[config.mk]
export PLATFORM = sky130hd
export DESIGN_NAME = powerup_strap_config_loader
export DESIGN_NICKNAME = d
export VERILOG_FILES = /design/src/design/strap_cfg_pkg.sv /design/src/design/pin_sync3.sv /design/src/design/powerup_strap_config_loader.sv
export SDC_FILE = /design/constraint.sdc
export NUM_CORES = 2
export LEC_CHECK = 0
export ABC_AREA = 1
export BUFFER_PORTS_ARGS = -buffer_cell sky130_fd_sc_hd__buf_2
export CELL_PAD_IN_SITES_DETAIL_PLACEMENT = 1
export CELL_PAD_IN_SITES_GLOBAL_PLACEMENT = 1
export CORE_MARGIN = 2
export CORE_UTILIZATION = 40
export CTS_CLUSTER_DIAMETER = 60
export DETAILED_ROUTE_END_ITERATION = 16
export PLACE_DENSITY = 0.73
export SLEW_MARGIN = 20
export SYNTH_ARGS = -nofsm -noshare
export SYNTH_HDL_FRONTEND = slang
export SYNTH_SLANG_ARGS = --single-unit
[constraint.sdc]
create_clock -name sys_clk_in -period 22.7 [get_ports sys_clk_in]
set_input_delay 4.54 -clock sys_clk_in [delete_from_list [all_inputs] [get_ports sys_clk_in]]
set_output_delay 4.54 -clock sys_clk_in [all_outputs]
set_load 0.03 [all_outputs]
[src/design/strap_cfg_pkg.sv]
// Shared constants for the power-up strap and configuration loader
package strap_cfg_pkg;

	// Clock and timing
	localparam int CLK_PERIOD_NS = 10;
	localparam int STRAP_HOLD_MS = 50;
	localparam int STRAP_HOLD_CYCLES = (STRAP_HOLD_MS * 1_000_000 + CLK_PERIOD_NS - 1)
		/ CLK_PERIOD_NS;

	// Configuration space
	localparam int CFG_DEPTH = 253;
	localparam int CFG_WIDTH = 8;
	localparam logic [7:0] CFG_LAST_ADDR = 8'h00_FC;
	localparam logic [7:0] CFG_END_ADDR = 8'h00_FD;

	// Register offsets
	localparam logic [7:0] REF_TYPE_ADDR = 8'h00_0A;
	localparam logic [7:0] DIFF_EN_ADDR = 8'h00_20;
	localparam logic [7:0] CMOS_EN_ADDR = 8'h00_21;
	localparam logic [7:0] GPIO_OUT_ADDR = 8'h00_30;
	localparam logic [7:0] GPIO_OE_ADDR = 8'h00_31;
	localparam logic [7:0] STATUS_ADDR = 8'h00_40;

	// Reset values
	localparam logic [7:0] REF_TYPE_RESET = 8'h00_01;
	localparam logic [7:0] OTHER_RESET = 8'h00_00;

	// Field positions
	localparam int REF_ZERO_DIFF_BIT = 0;
	localparam int REF_ONE_DIFF_BIT = 1;
	localparam int STAT_OPTS_LSB = 2;
	localparam int STAT_OTP_BIT = 5;
	localparam int STAT_MCLK_OK_BIT = 6;
	localparam int STAT_DONE_BIT = 7;

	// Strap pin positions
	localparam int GPIO_WIDTH = 6;
	localparam int MCLK_STRAP_LSB = 0;
	localparam int TEST_STRAP_BIT = 2;
	localparam int OPT_STRAP_LSB = 3;

	// Master clock strap codes
	localparam logic [1:0] MCLK_24M576 = 2'h3;

	typedef enum logic [1:0] {
		ST_RESET,
		ST_HOLD,
		ST_LOAD,
		ST_RUN
	} loader_state_e;

endpackage

[src/design/pin_sync3.sv]
// Three-stage pin synchroniser with agreement filter
`timescale 1ns/100ps
module pin_sync3 #(
	parameter int WIDTH = 1,
	parameter logic [WIDTH-1:0] INIT = '0
) (
	// Clock and reset
	input wire logic clk_in,
	input wire logic rst_in,
	// Pins and filtered level
	input wire logic [WIDTH-1:0] pin_in,
	output logic [WIDTH-1:0] level_out
);

	logic [WIDTH-1:0] stage1;
	logic [WIDTH-1:0] stage2;
	logic [WIDTH-1:0] stage3;
	logic [WIDTH-1:0] next_level;

	always_comb begin
		for (int i = 0; i < WIDTH; i++) begin
			next_level[i] = (stage2[i] == stage3[i]) ? stage3[i] : level_out[i];
		end
	end

	always_ff @(posedge clk_in) begin
		if (rst_in) begin
			stage1 <= INIT;
			stage2 <= INIT;
			stage3 <= INIT;
			level_out <= INIT;
		end else begin
			stage1 <= pin_in;
			stage2 <= stage1;
			stage3 <= stage2;
			level_out <= next_level;
		end
	end

endmodule

[src/design/powerup_strap_config_loader.sv]
// Power-up reset, strap capture and configuration loader
`timescale 1ns/100ps
// What this block does
// - Ref zero differential, ref one single-ended default
// - Master clock chosen from pins after release
// - Strap value 3 means 24.576 MHz
// - Default configuration runs after reset release
// - Pins 0,1,3,4,5 captured as straps
// - Clock outputs disabled until software, the OTP image or the pin 2 test strap enables
// - Pin 2 high enables first differential output unless pin 2 is set as an output
// - Configuration space is 253 bytes
// - Filled from defaults, OTP or host
// - Host may rewrite registers while running
// - Stored OTP image replaces built-in defaults
module powerup_strap_config_loader #(
	parameter int HOLD_CYCLES = strap_cfg_pkg::STRAP_HOLD_CYCLES
) (
	// Clock and reset
	input wire logic sys_clk_in,
	input wire logic sys_rst_in,
	// Power-on reset pin
	input wire logic power_on_rst_n_in,
	// General-purpose pins
	input wire logic [5:0] gpio_in,
	output logic [5:0] gpio_out,
	output logic [5:0] gpio_oe_out,
	// OTP image port
	input wire logic otp_custom_in,
	input wire logic [7:0] otp_data_in,
	output logic [7:0] otp_addr_out,
	// Host register port
	input wire logic host_req_in,
	input wire logic host_we_in,
	input wire logic [7:0] host_addr_in,
	input wire logic [7:0] host_wdata_in,
	output logic host_ack_out,
	output logic [7:0] host_rdata_out,
	output logic host_busy_out,
	// Device control and status
	output logic device_rst_out,
	output logic config_done_out,
	output logic [1:0] mclk_sel_out,
	output logic mclk_24m576_out,
	output logic mclk_reserved_out,
	output logic [2:0] strap_opts_out,
	output logic ref_zero_diff_out,
	output logic ref_one_diff_out,
	output logic [3:0] diff_out_en_out,
	output logic [1:0] cmos_out_en_out
);

	////////////////////////////////////////////////////////////////////////////
	// Pin synchronisers

	logic por_level;
	logic [5:0] gpio_level;

	pin_sync3 #(.WIDTH(1), .INIT(1'b0)) u_por_sync (
		.clk_in(sys_clk_in),
		.rst_in(sys_rst_in),
		.pin_in(power_on_rst_n_in),
		.level_out(por_level)
	);

	pin_sync3 #(.WIDTH(6), .INIT(6'h00)) u_gpio_sync (
		.clk_in(sys_clk_in),
		.rst_in(sys_rst_in),
		.pin_in(gpio_in),
		.level_out(gpio_level)
	);

	////////////////////////////////////////////////////////////////////////////
	// Configuration space

	logic [7:0] cfg_mem [strap_cfg_pkg::CFG_DEPTH];
	logic mem_we;
	logic [7:0] mem_addr;
	logic [7:0] mem_wdata;

	always_ff @(posedge sys_clk_in) begin
		if (mem_we) begin
			cfg_mem[mem_addr] <= mem_wdata;
		end
	end

	////////////////////////////////////////////////////////////////////////////
	// Sequencer state

	strap_cfg_pkg::loader_state_e state;
	strap_cfg_pkg::loader_state_e next_state;
	logic [31:0] hold_cnt;
	logic [31:0] next_hold_cnt;
	logic [7:0] load_addr;
	logic [7:0] next_load_addr;
	logic load_issued;
	logic next_load_issued;
	logic otp_custom;
	logic next_otp_custom;
	logic [7:0] next_otp_addr;
	logic [1:0] next_mclk_sel;
	logic [2:0] next_strap_opts;
	logic [7:0] status_val;

	assign status_val = {config_done_out, mclk_24m576_out, otp_custom, strap_opts_out,
		mclk_sel_out};

	always_comb begin
		next_state = state;
		next_hold_cnt = hold_cnt;
		next_load_addr = load_addr;
		next_load_issued = 1'b0;
		next_otp_custom = otp_custom;
		next_otp_addr = otp_addr_out;
		next_mclk_sel = mclk_sel_out;
		next_strap_opts = strap_opts_out;
		mem_we = 1'b0;
		mem_addr = 8'h00_00;
		mem_wdata = 8'h00_00;
		case (state)
			strap_cfg_pkg::ST_RESET: begin
				next_hold_cnt = 32'h0000_0000;
				if (por_level) begin
					next_state = strap_cfg_pkg::ST_HOLD;
				end
			end
			strap_cfg_pkg::ST_HOLD: begin
				if (hold_cnt == 32'(HOLD_CYCLES - 1)) begin
					// Straps sampled once the hold window closes
					next_mclk_sel = gpio_level[strap_cfg_pkg::MCLK_STRAP_LSB +: 2];
					next_strap_opts = gpio_level[strap_cfg_pkg::OPT_STRAP_LSB +: 3];
					next_otp_custom = otp_custom_in;
					next_load_addr = 8'h00_00;
					next_state = strap_cfg_pkg::ST_LOAD;
				end else begin
					next_hold_cnt = hold_cnt + 32'h0000_0001;
				end
			end
			strap_cfg_pkg::ST_LOAD: begin
				if (load_addr != strap_cfg_pkg::CFG_END_ADDR) begin
					next_otp_addr = load_addr;
					next_load_issued = 1'b1;
					next_load_addr = load_addr + 8'h00_01;
				end else if (!load_issued) begin
					next_state = strap_cfg_pkg::ST_RUN;
				end
				// OTP data taken in the same cycle its address is on otp_addr_out
				if (load_issued) begin
					mem_we = 1'b1;
					mem_addr = otp_addr_out;
					if (otp_custom) begin
						mem_wdata = otp_data_in;
					end else if (otp_addr_out == strap_cfg_pkg::REF_TYPE_ADDR) begin
						mem_wdata = strap_cfg_pkg::REF_TYPE_RESET;
					end else begin
						mem_wdata = strap_cfg_pkg::OTHER_RESET;
					end
				end
			end
			strap_cfg_pkg::ST_RUN: begin
				if (host_req_in && host_we_in
					&& host_addr_in <= strap_cfg_pkg::CFG_LAST_ADDR
					&& host_addr_in != strap_cfg_pkg::STATUS_ADDR) begin
					mem_we = 1'b1;
					mem_addr = host_addr_in;
					mem_wdata = host_wdata_in;
				end
			end
			default: begin
				next_state = strap_cfg_pkg::ST_RESET;
			end
		endcase
		// Pin low forces reset from any state; latched straps kept until next hold end
		if (!por_level) begin
			next_state = strap_cfg_pkg::ST_RESET;
			next_load_issued = 1'b0;
		end
	end

	always_ff @(posedge sys_clk_in) begin
		if (sys_rst_in) begin
			state <= strap_cfg_pkg::ST_RESET;
			hold_cnt <= 32'h0000_0000;
			load_addr <= 8'h00_00;
			load_issued <= 1'b0;
			otp_custom <= 1'b0;
			otp_addr_out <= 8'h00_00;
			mclk_sel_out <= 2'h0;
			strap_opts_out <= 3'h0;
		end else begin
			state <= next_state;
			hold_cnt <= next_hold_cnt;
			load_addr <= next_load_addr;
			load_issued <= next_load_issued;
			otp_custom <= next_otp_custom;
			otp_addr_out <= next_otp_addr;
			mclk_sel_out <= next_mclk_sel;
			strap_opts_out <= next_strap_opts;
		end
	end

	////////////////////////////////////////////////////////////////////////////
	// Host answers and device outputs

	logic running;
	logic next_host_ack;
	logic [7:0] next_host_rdata;
	logic next_mclk_ok;
	logic [5:0] next_gpio_out;
	logic [5:0] next_gpio_oe;
	logic next_ref_zero;
	logic next_ref_one;
	logic [3:0] next_diff_en;
	logic [1:0] next_cmos_en;

	assign running = (next_state == strap_cfg_pkg::ST_RUN);

	always_comb begin
		next_host_ack = 1'b0;
		next_host_rdata = host_rdata_out;
		if (state == strap_cfg_pkg::ST_RUN && por_level && host_req_in) begin
			next_host_ack = 1'b1;
			if (host_addr_in == strap_cfg_pkg::STATUS_ADDR) begin
				next_host_rdata = status_val;
			end else if (host_addr_in <= strap_cfg_pkg::CFG_LAST_ADDR) begin
				next_host_rdata = cfg_mem[host_addr_in];
			end else begin
				next_host_rdata = 8'h00_00;
			end
		end
		next_mclk_ok = (next_mclk_sel == strap_cfg_pkg::MCLK_24M576);
		next_gpio_out = 6'h00;
		next_gpio_oe = 6'h00;
		next_ref_zero = strap_cfg_pkg::REF_TYPE_RESET[strap_cfg_pkg::REF_ZERO_DIFF_BIT];
		next_ref_one = strap_cfg_pkg::REF_TYPE_RESET[strap_cfg_pkg::REF_ONE_DIFF_BIT];
		next_diff_en = 4'h0;
		next_cmos_en = 2'h0;
		if (running) begin
			next_gpio_out = cfg_mem[strap_cfg_pkg::GPIO_OUT_ADDR][5:0];
			next_gpio_oe = cfg_mem[strap_cfg_pkg::GPIO_OE_ADDR][5:0];
			next_ref_zero = cfg_mem[strap_cfg_pkg::REF_TYPE_ADDR][strap_cfg_pkg::REF_ZERO_DIFF_BIT];
			next_ref_one = cfg_mem[strap_cfg_pkg::REF_TYPE_ADDR][strap_cfg_pkg::REF_ONE_DIFF_BIT];
			next_diff_en = cfg_mem[strap_cfg_pkg::DIFF_EN_ADDR][3:0];
			next_cmos_en = cfg_mem[strap_cfg_pkg::CMOS_EN_ADDR][1:0];
			// Test strap only counts while the pin is not driven by us
			next_diff_en[0] = next_diff_en[0] | (gpio_level[strap_cfg_pkg::TEST_STRAP_BIT]
				& ~next_gpio_oe[strap_cfg_pkg::TEST_STRAP_BIT]);
		end
	end

	always_ff @(posedge sys_clk_in) begin
		if (sys_rst_in) begin
			host_ack_out <= 1'b0;
			host_rdata_out <= 8'h00_00;
			host_busy_out <= 1'b1;
			device_rst_out <= 1'b1;
			config_done_out <= 1'b0;
			mclk_24m576_out <= 1'b0;
			mclk_reserved_out <= 1'b1;
			gpio_out <= 6'h00;
			gpio_oe_out <= 6'h00;
			ref_zero_diff_out <= 1'b1;
			ref_one_diff_out <= 1'b0;
			diff_out_en_out <= 4'h0;
			cmos_out_en_out <= 2'h0;
		end else begin
			host_ack_out <= next_host_ack;
			host_rdata_out <= next_host_rdata;
			host_busy_out <= ~running;
			device_rst_out <= ~running;
			config_done_out <= running;
			mclk_24m576_out <= next_mclk_ok;
			mclk_reserved_out <= ~next_mclk_ok;
			gpio_out <= next_gpio_out;
			gpio_oe_out <= next_gpio_oe;
			ref_zero_diff_out <= next_ref_zero;
			ref_one_diff_out <= next_ref_one;
			diff_out_en_out <= next_diff_en;
			cmos_out_en_out <= next_cmos_en;
		end
	end

endmodule

== Word level (Yosys, flattened, before mapping) ==
Memories as Yosys holds them, arrays and structs flattened. A register that Yosys moved wholly into a read port is not among the register bits.
Cells that the tools add are included.

* Logic and storage cells: 103
* Flip-flop bits (word level): 108
* Output and inout port bits: 47
* Memories kept: 1
* RAM bits: 2024
* Bits of input ports: 36

{| class="wikitable"
|+ Memory list
! name !! depth !! bits a word !! rd ports !! clocked after Yosys merged registers in !! wr ports !! RTL line !! RTL
|-
| cfg_mem || 253 || 8 || 6 || 3 || 1 || powerup_strap_config_loader.sv:75 || <nowiki>logic [7:0] cfg_mem [strap_cfg_pkg::CFG_DEPTH];</nowiki>
|}

* Reductions and logical operators: 14
* Muxes and demuxes: 29
* Add/subtract/negate cells: 2
* Equal/unequal tests: 20
* Bitwise gates (word level): 7
* Order comparisons: 1

{| class="wikitable"
|+ Operators by type and width
! kind !! number
|-
| two-way mux 8 bit || 9
|-
| case mux 32 bit (2 select lines) || 1
|-
| case mux 8 bit (2 select lines) || 3
|-
| adder 32 x 1 -> 32 bit, second input constant || 1
|-
| == test 32 x 23 -> 1 bit, second input constant || 1
|-
| two-way mux 32 bit || 1
|-
| two-way mux 2 bit || 6
|-
| adder 8 x 1 -> 8 bit, second input constant || 1
|-
| == test 2 bit, second input constant || 4
|-
| == test 8 x 4 -> 1 bit, second input constant || 1
|-
| == test 8 x 7 -> 1 bit, second input constant || 1
|-
| less-or-equal comparator 8 bit, second input constant || 1
|-
| != test 8 x 7 -> 1 bit, second input constant || 1
|-
| != test 8 bit, second input constant || 1
|-
| == test 1 bit || 7
|-
| two-way mux 1 bit || 7
|-
| != test 2 bit, second input constant || 3
|-
| case mux 2 bit (3 select lines) || 1
|-
| AND reduction 2 bit || 3
|-
| logical AND 1 bit || 5
|-
| inverter 1 bit || 5
|-
| nonzero test 2 bit || 2
|-
| AND reduction 3 bit || 1
|-
| OR reduction 3 bit || 1
|-
| other kinds (6) || 6
|}

== Logic depth before layout (Yosys ltp) ==
* Depth after elaboration: 7
* Depth in mapped cells: 18
* Gate-level depth less buffers: 15

== Hierarchy ==
Synthesis repeated with hierarchy kept, for this count alone.

* Cells, all modules: 8625
* Area, all modules: 91039.8 um^2

{| class="wikitable"
|+ By module, submodules not included
! module !! cells an instance !! area an instance (um^2) !! instances !! seq. area each (um^2)
|-
| powerup_strap_config_loader || 8531 || 90194.0 || 1 || 62580.0
|-
| pin_sync3 at u_gpio_sync || 81 || 724.4 || 1 || 480.5
|-
| pin_sync3 at u_por_sync || 13 || 121.4 || 1 || 80.1
|}

== Worst setup path after synthesis ==
Ideal clock, no wire load.

* Kind: input port to flip-flop
* Start point: input otp_data_in[0]
* End point: memory cfg_mem[0][0], data pin
* Setup slack: 6138 ps
* Setup time: 2164 ps
* Required time: 20536 ps
* Stages on the path: 2
* Path buffers: 0
* Arrival time: 14398 ps
* Path through: a21oi_1 > o21ai_0

* Word-level cells in the longest chain between the ends: 3

{| class="wikitable"
|+ Ends and longest elaborated chain
! what !! RTL line !! RTL
|-
| start, declared || powerup_strap_config_loader.sv:29 || <nowiki>input wire logic [7:0] otp_data_in,</nowiki>
|-
| two-way mux 8 bit || powerup_strap_config_loader.sv:150 || <nowiki>if (otp_custom) begin</nowiki>
|-
| two-way mux 8 bit || powerup_strap_config_loader.sv:147 || <nowiki>if (load_issued) begin</nowiki>
|-
| case mux 8 bit (2 select lines) || powerup_strap_config_loader.sv:119 || <nowiki>case (state)</nowiki>
|-
| named net mem_wdata[0] || powerup_strap_config_loader.sv:78 || <nowiki>logic [7:0] mem_wdata;</nowiki>
|-
| end, declared || powerup_strap_config_loader.sv:75 ||
|}

The timed path passes the listed nets, and every way through them passes these cells.

== Worst setup path in the final report ==
* Start point: input host_addr_in[0]
* End point: register host_rdata_out[4]

* Word-level cells in the longest chain between the ends: 3
* Elaborated cells on any way between the ends: 5
* Classes of those cells: 1 x order compare; 1 x eq/ne; 2 x mux; 1 x memory

{| class="wikitable"
|+ Ends and longest elaborated chain
! what !! RTL line !! RTL
|-
| start, declared || powerup_strap_config_loader.sv:34 || <nowiki>input wire logic [7:0] host_addr_in,</nowiki>
|-
| memory (253 x 8 bit) or less-or-equal comparator 8 bit (tied branches) || -- ||
|-
| two-way mux 8 bit || powerup_strap_config_loader.sv:224 || <nowiki>end else if (host_addr_in <= strap_cfg_pkg::CFG_LAST_ADDR) begin</nowiki>
|-
| two-way mux 8 bit (*) || powerup_strap_config_loader.sv:222 || <nowiki>if (host_addr_in == strap_cfg_pkg::STATUS_ADDR) begin</nowiki>
|-
| end signal, assigned || powerup_strap_config_loader.sv:267 || <nowiki>host_rdata_out <= next_host_rdata;</nowiki>
|-
| end, declared || powerup_strap_config_loader.sv:37 || <nowiki>output logic [7:0] host_rdata_out,</nowiki>
|}

Mark *: on every way between the ends. The rest lies on a longest branch, timed or not.
A chain may end at the register's enable or synchronous reset.

==> summary.md <==
| Metric | Value |
|---|---|
| Outcome | completed |
| Combinational family with the most area after synthesis | simple AND/OR/NAND/NOR gates |
| Total wire length | approximately 300000 um |
| Post-DR vias/cell | 5.481 |
| Post-Synth Adder-Cell Area | less than 1% |
| Number of buffers created by CTS | 221 |
| Area grow syn2layout | 11.21% |
| Post-synthesis cell count | ~8700 |
| Remaining DRCs | 0 |
| H-Tree Depth | 4 |
| Max_cap viols | 0 |
| Slew Limit Fails | 0 |
| Setup TNS | 0 ps |
| Total power | 8.226 mW |
| Port-buffer cells | slightly above 80 |
| Worst skew pair latency | 870 ps |
| PwrDens | ~81 nW/um^2 |
| Nets | 8643 |
| Crit Path Max Fanout | 93 |
| Yosys warning total | 0 |
| Row count | 174 |
| Starting Density | 40.32% |
| All-Layer GR Usage | 25.48% |
| CTS Buffer Depth | 3 |
| First-pass GRT wire length | roughly 440000 um |
| RSZ-0062 raised after global routing | no |
| Clk Tree Root Cell | clkbuf_16 |
| # IOs | just over 80 |
| Grt ovf | 0 |
| Tmin final | 9008 ps |
| Core ar. | approximately 230000 um^2 |
| R2R setup slack | approximately 18000 ps |
| WHS Endpoint | u_gpio_sync.stage2[5] |
| Post_cts resized | 0 |
| Slew margin rel. | 20.98% |
| Initial antenna violation count | 12 |
| Crit path DAT | between 9000 and 10000 ps |
| Worst slew pin tran | approximately 1200 ps |
| Final setup vio count | 0 |
| Crit Path Class | in -> reg |
| #FFs+latches synth | between 2000 and 2500 |
| Fmax | 0.1110 GHz |
| Top cell type's share of synthesized area | 66.96% |
| Final hold vios | 0 |
| Worst path required time | between 20000 and 25000 ps |
| Syn nets | just under 9000 |
| Crit end category | flop |
| Average wire per standard cell | between 20 and 30 um |
| Synth area leaders | edfxtp_1 (67%), nand2_1 (11%), inv_1 (4.2%), nor2_1 (3.5%), nand3_1 (3.3%) |
| Largest net degree at the start of global routing | between 200 and 250 |
| Post-CTS Setup Bufs | 0 |
| Number of global-route vias before repair | ~67000 |
| Worst hold path startpoint | u_gpio_sync.stage1[5] |
| CTS sink count | approximately 2100 |
| Mapped cell area | ~91000 um^2 |
| Synth Area in XOR/XNOR | less than 1% |
| Synth cell types | 42 |
| Die footprint | ~230000 um^2 |
| Worst VDD drop | between 50 and 60 uV |
| Hold WC Path Type | reg -> reg |
| CTS tree | built |
| Detailed-placement wirelength estimate | 176800 um |
| Die width | roughly 480 um |
| Worst Setup Start Kind | input port |
| First element of the critical path | host_addr_in[0] |
| Placed instance area | ~94000 um^2 |
| Initial DRC count | between 6000 and 7000 |
| Vias | 64637 |
| Final Instance Area | 100900 um^2 |
| R2R Path Start | state[1] |
| Seq/Total Area, Yosys | 69.57% |
| P_leak | a little under 40 nW |
| Synth Area in Simple Gates | 19.44% |
| Routed Antenna Nets | 0 |
| FF-to-FF End | cfg_mem[183][2] |
| Chip height | just under 500 um |
| Post-synthesis mux area share | 0% |
| Syn Area/Cell | roughly 10 um^2 |
| Cells on Worst Hold Path | 2 |
| Clock Pin Slew Worst Setup and Hold Paths | approximately 60 ps |
| Placer congestion estimate | approximately 0.87 |
| # fillers | between 20000 and 25000 |
| Largest area contributor in the netlist | edfxtp_1 |
| Hold buffers post-CTS | 0 |
| Share of layout cells above drive strength 1 | between 7 and 8% |
| Final period util | about two fifths |
| Worst R2R Path Depth | 7 |
| DR pass1 iterations | 8 |
| Skew final | around 37 ps |
| Synth Area in Compound Gates | under 10% |
==> cell usage in the layout (no fill, tap or decap), types with 4 or more instances in the layout <==
cell / instances
a21oi_1: 217
and3_1: 6
buf_12: 13
buf_2: 79
buf_4: 75
bufinv_16: 13
clkbuf_1: 61
clkbuf_16: 222
clkbuf_8: 9
clkinv_1: 52
clkinv_2: 35
clkinvlp_4: 4
dfxtp_1: 118
diode_2: 4
edfxtp_1: 2024
inv_1: 1003
inv_2: 8
inv_6: 11
inv_8: 4
nand2_1: 2548
nand2_2: 28
nand3_1: 597
nand4_1: 139
nor2_1: 853
nor2_2: 10
nor2_4: 8
nor3_1: 21
nor4_1: 6
o211ai_1: 128
o21ai_0: 357
o21ai_1: 13
o21ai_2: 6
o21ai_4: 8
or2_2: 73
xor2_1: 7
==> cell families (layout without fill, tap and decap cells) <==
kind of cell,after synthesis,after routing
AND/OR/NAND/NOR,4296,4296
flip-flops,2142,2142
other,0,4
XOR/XNOR,8,8
buffers and inverters,1480,1607
adder cells (fa/ha/maj),3,3
AO/OA/AOI/OAI,740,740
==> where the power goes <==
group          total (mW)  switching, mW  internal (mW)
Sequential           4.26       0.000675           4.26
Combinational       0.406          0.310         0.0962
Clock                3.56           1.59           1.98
==> how the worst max path moves through the flow <==
stage	end	cells after the start
final	host_rdata_out[4]	16
after global routing	host_rdata_out[1]	17
after CTS	host_rdata_out[1]	16
after detailed placement	host_rdata_out[2]	18
after global placement	host_rdata_out[2]	18
after floorplan	cfg_mem[0][0]	2
==> registers in the layout (all words and copies together), names as in the netlist, 2 cells and up <==
signal,cells
cfg_mem,2024
hold_cnt,32
host_rdata_out,8
load_addr,8
otp_addr_out,8
gpio_oe_out,6
gpio_out,6
u_gpio_sync.level_out,6
u_gpio_sync.stage1,6
u_gpio_sync.stage2,6
u_gpio_sync.stage3,6
diff_out_en_out,4
strap_opts_out,3
cmos_out_en_out,2
mclk_sel_out,2
state,2
==> critical path, stage by stage <==
cell and delay [ps]:
buf_8 440, buf_4 670, buf_4 680, buf_4 860
buf_4 850, a21oi_1 200, o21ai_0 150, o21ai_0 140
nand2_1 90, nand2_1 70, a21oi_1 160, nand2_1 190
nand2_1 140, nand2_1 80, o21ai_1 220, a21oi_1 90
==> final cells by class <==
cell class                 instances  area, um^2  share of cell area, %
sequential                      2142       63140                  62.55
multi-input combinational       5047       21940                  21.74
clock buffer                     292        5908                  5.853
inverter                        1019        3852                  3.817
tap                             2992        3744                  3.709
timing repair buffer             173        1314                  1.302
clock inverter                   123        1027                  1.018
antenna                            4       10.01               0.009916
==> routing by layer <==
metal / global-route usage [%] / routed length [um]
met1: 34.25 / 121800
met2: 41.20 / 140400
met3: 4.027 / 22570
met4: 10.48 / 12930
met5: 0 / 0
==> synthesized netlist by cell type <==
master	instances
a211oi_1	2
o21ai_1	13
a31oi_1	1
nor3_2	1
xnor2_1	1
o31ai_1	1
o21bai_1	2
a21oi_1	217
o22ai_1	3
edfxtp_1	2024
nand4_1	139
nor4_1	6
nor3_1	21
nand2_1	2549
buf_2	143
inv_2	8
nand3_1	597
xor2_1	7
buf_6	4
and3_1	6
dfxtp_1	118
nand3b_1	2
buf_4	6
o21ai_2	6
clkinv_1	4
nand3_2	2
o211ai_1	128
buf_1	72
or2_2	73
clkbuf_2	1
inv_4	2
nor2_8	2
o21ai_0	365
o221ai_1	1
nor2_2	10
ha_1	3
nor2_4	5
o211a_1	1
inv_1	1005
nor2_1	856
nand2_2	27
clkbuf_1	235
==> stage by stage <==
| step | utilization, % | hold slack [ps] | setup WS, ps | cells |
|---|---|---|---|---|
| floorplan | - | 388.3 | 6139 | 8669 |
| global placement | 41.74 | 389.7 | 12810 | 11372 |
| detailed placement | 41.74 | 400.4 | 12840 | 11372 |
| CTS | 44.82 | 410.6 | 13660 | 11787 |
| global route | 44.84 | 414.6 | 13450 | 11791 |
| finish | 44.84 | 405.1 | 13690 | 11792 |
No activity file was read; power rests on OpenSTA's default activity.
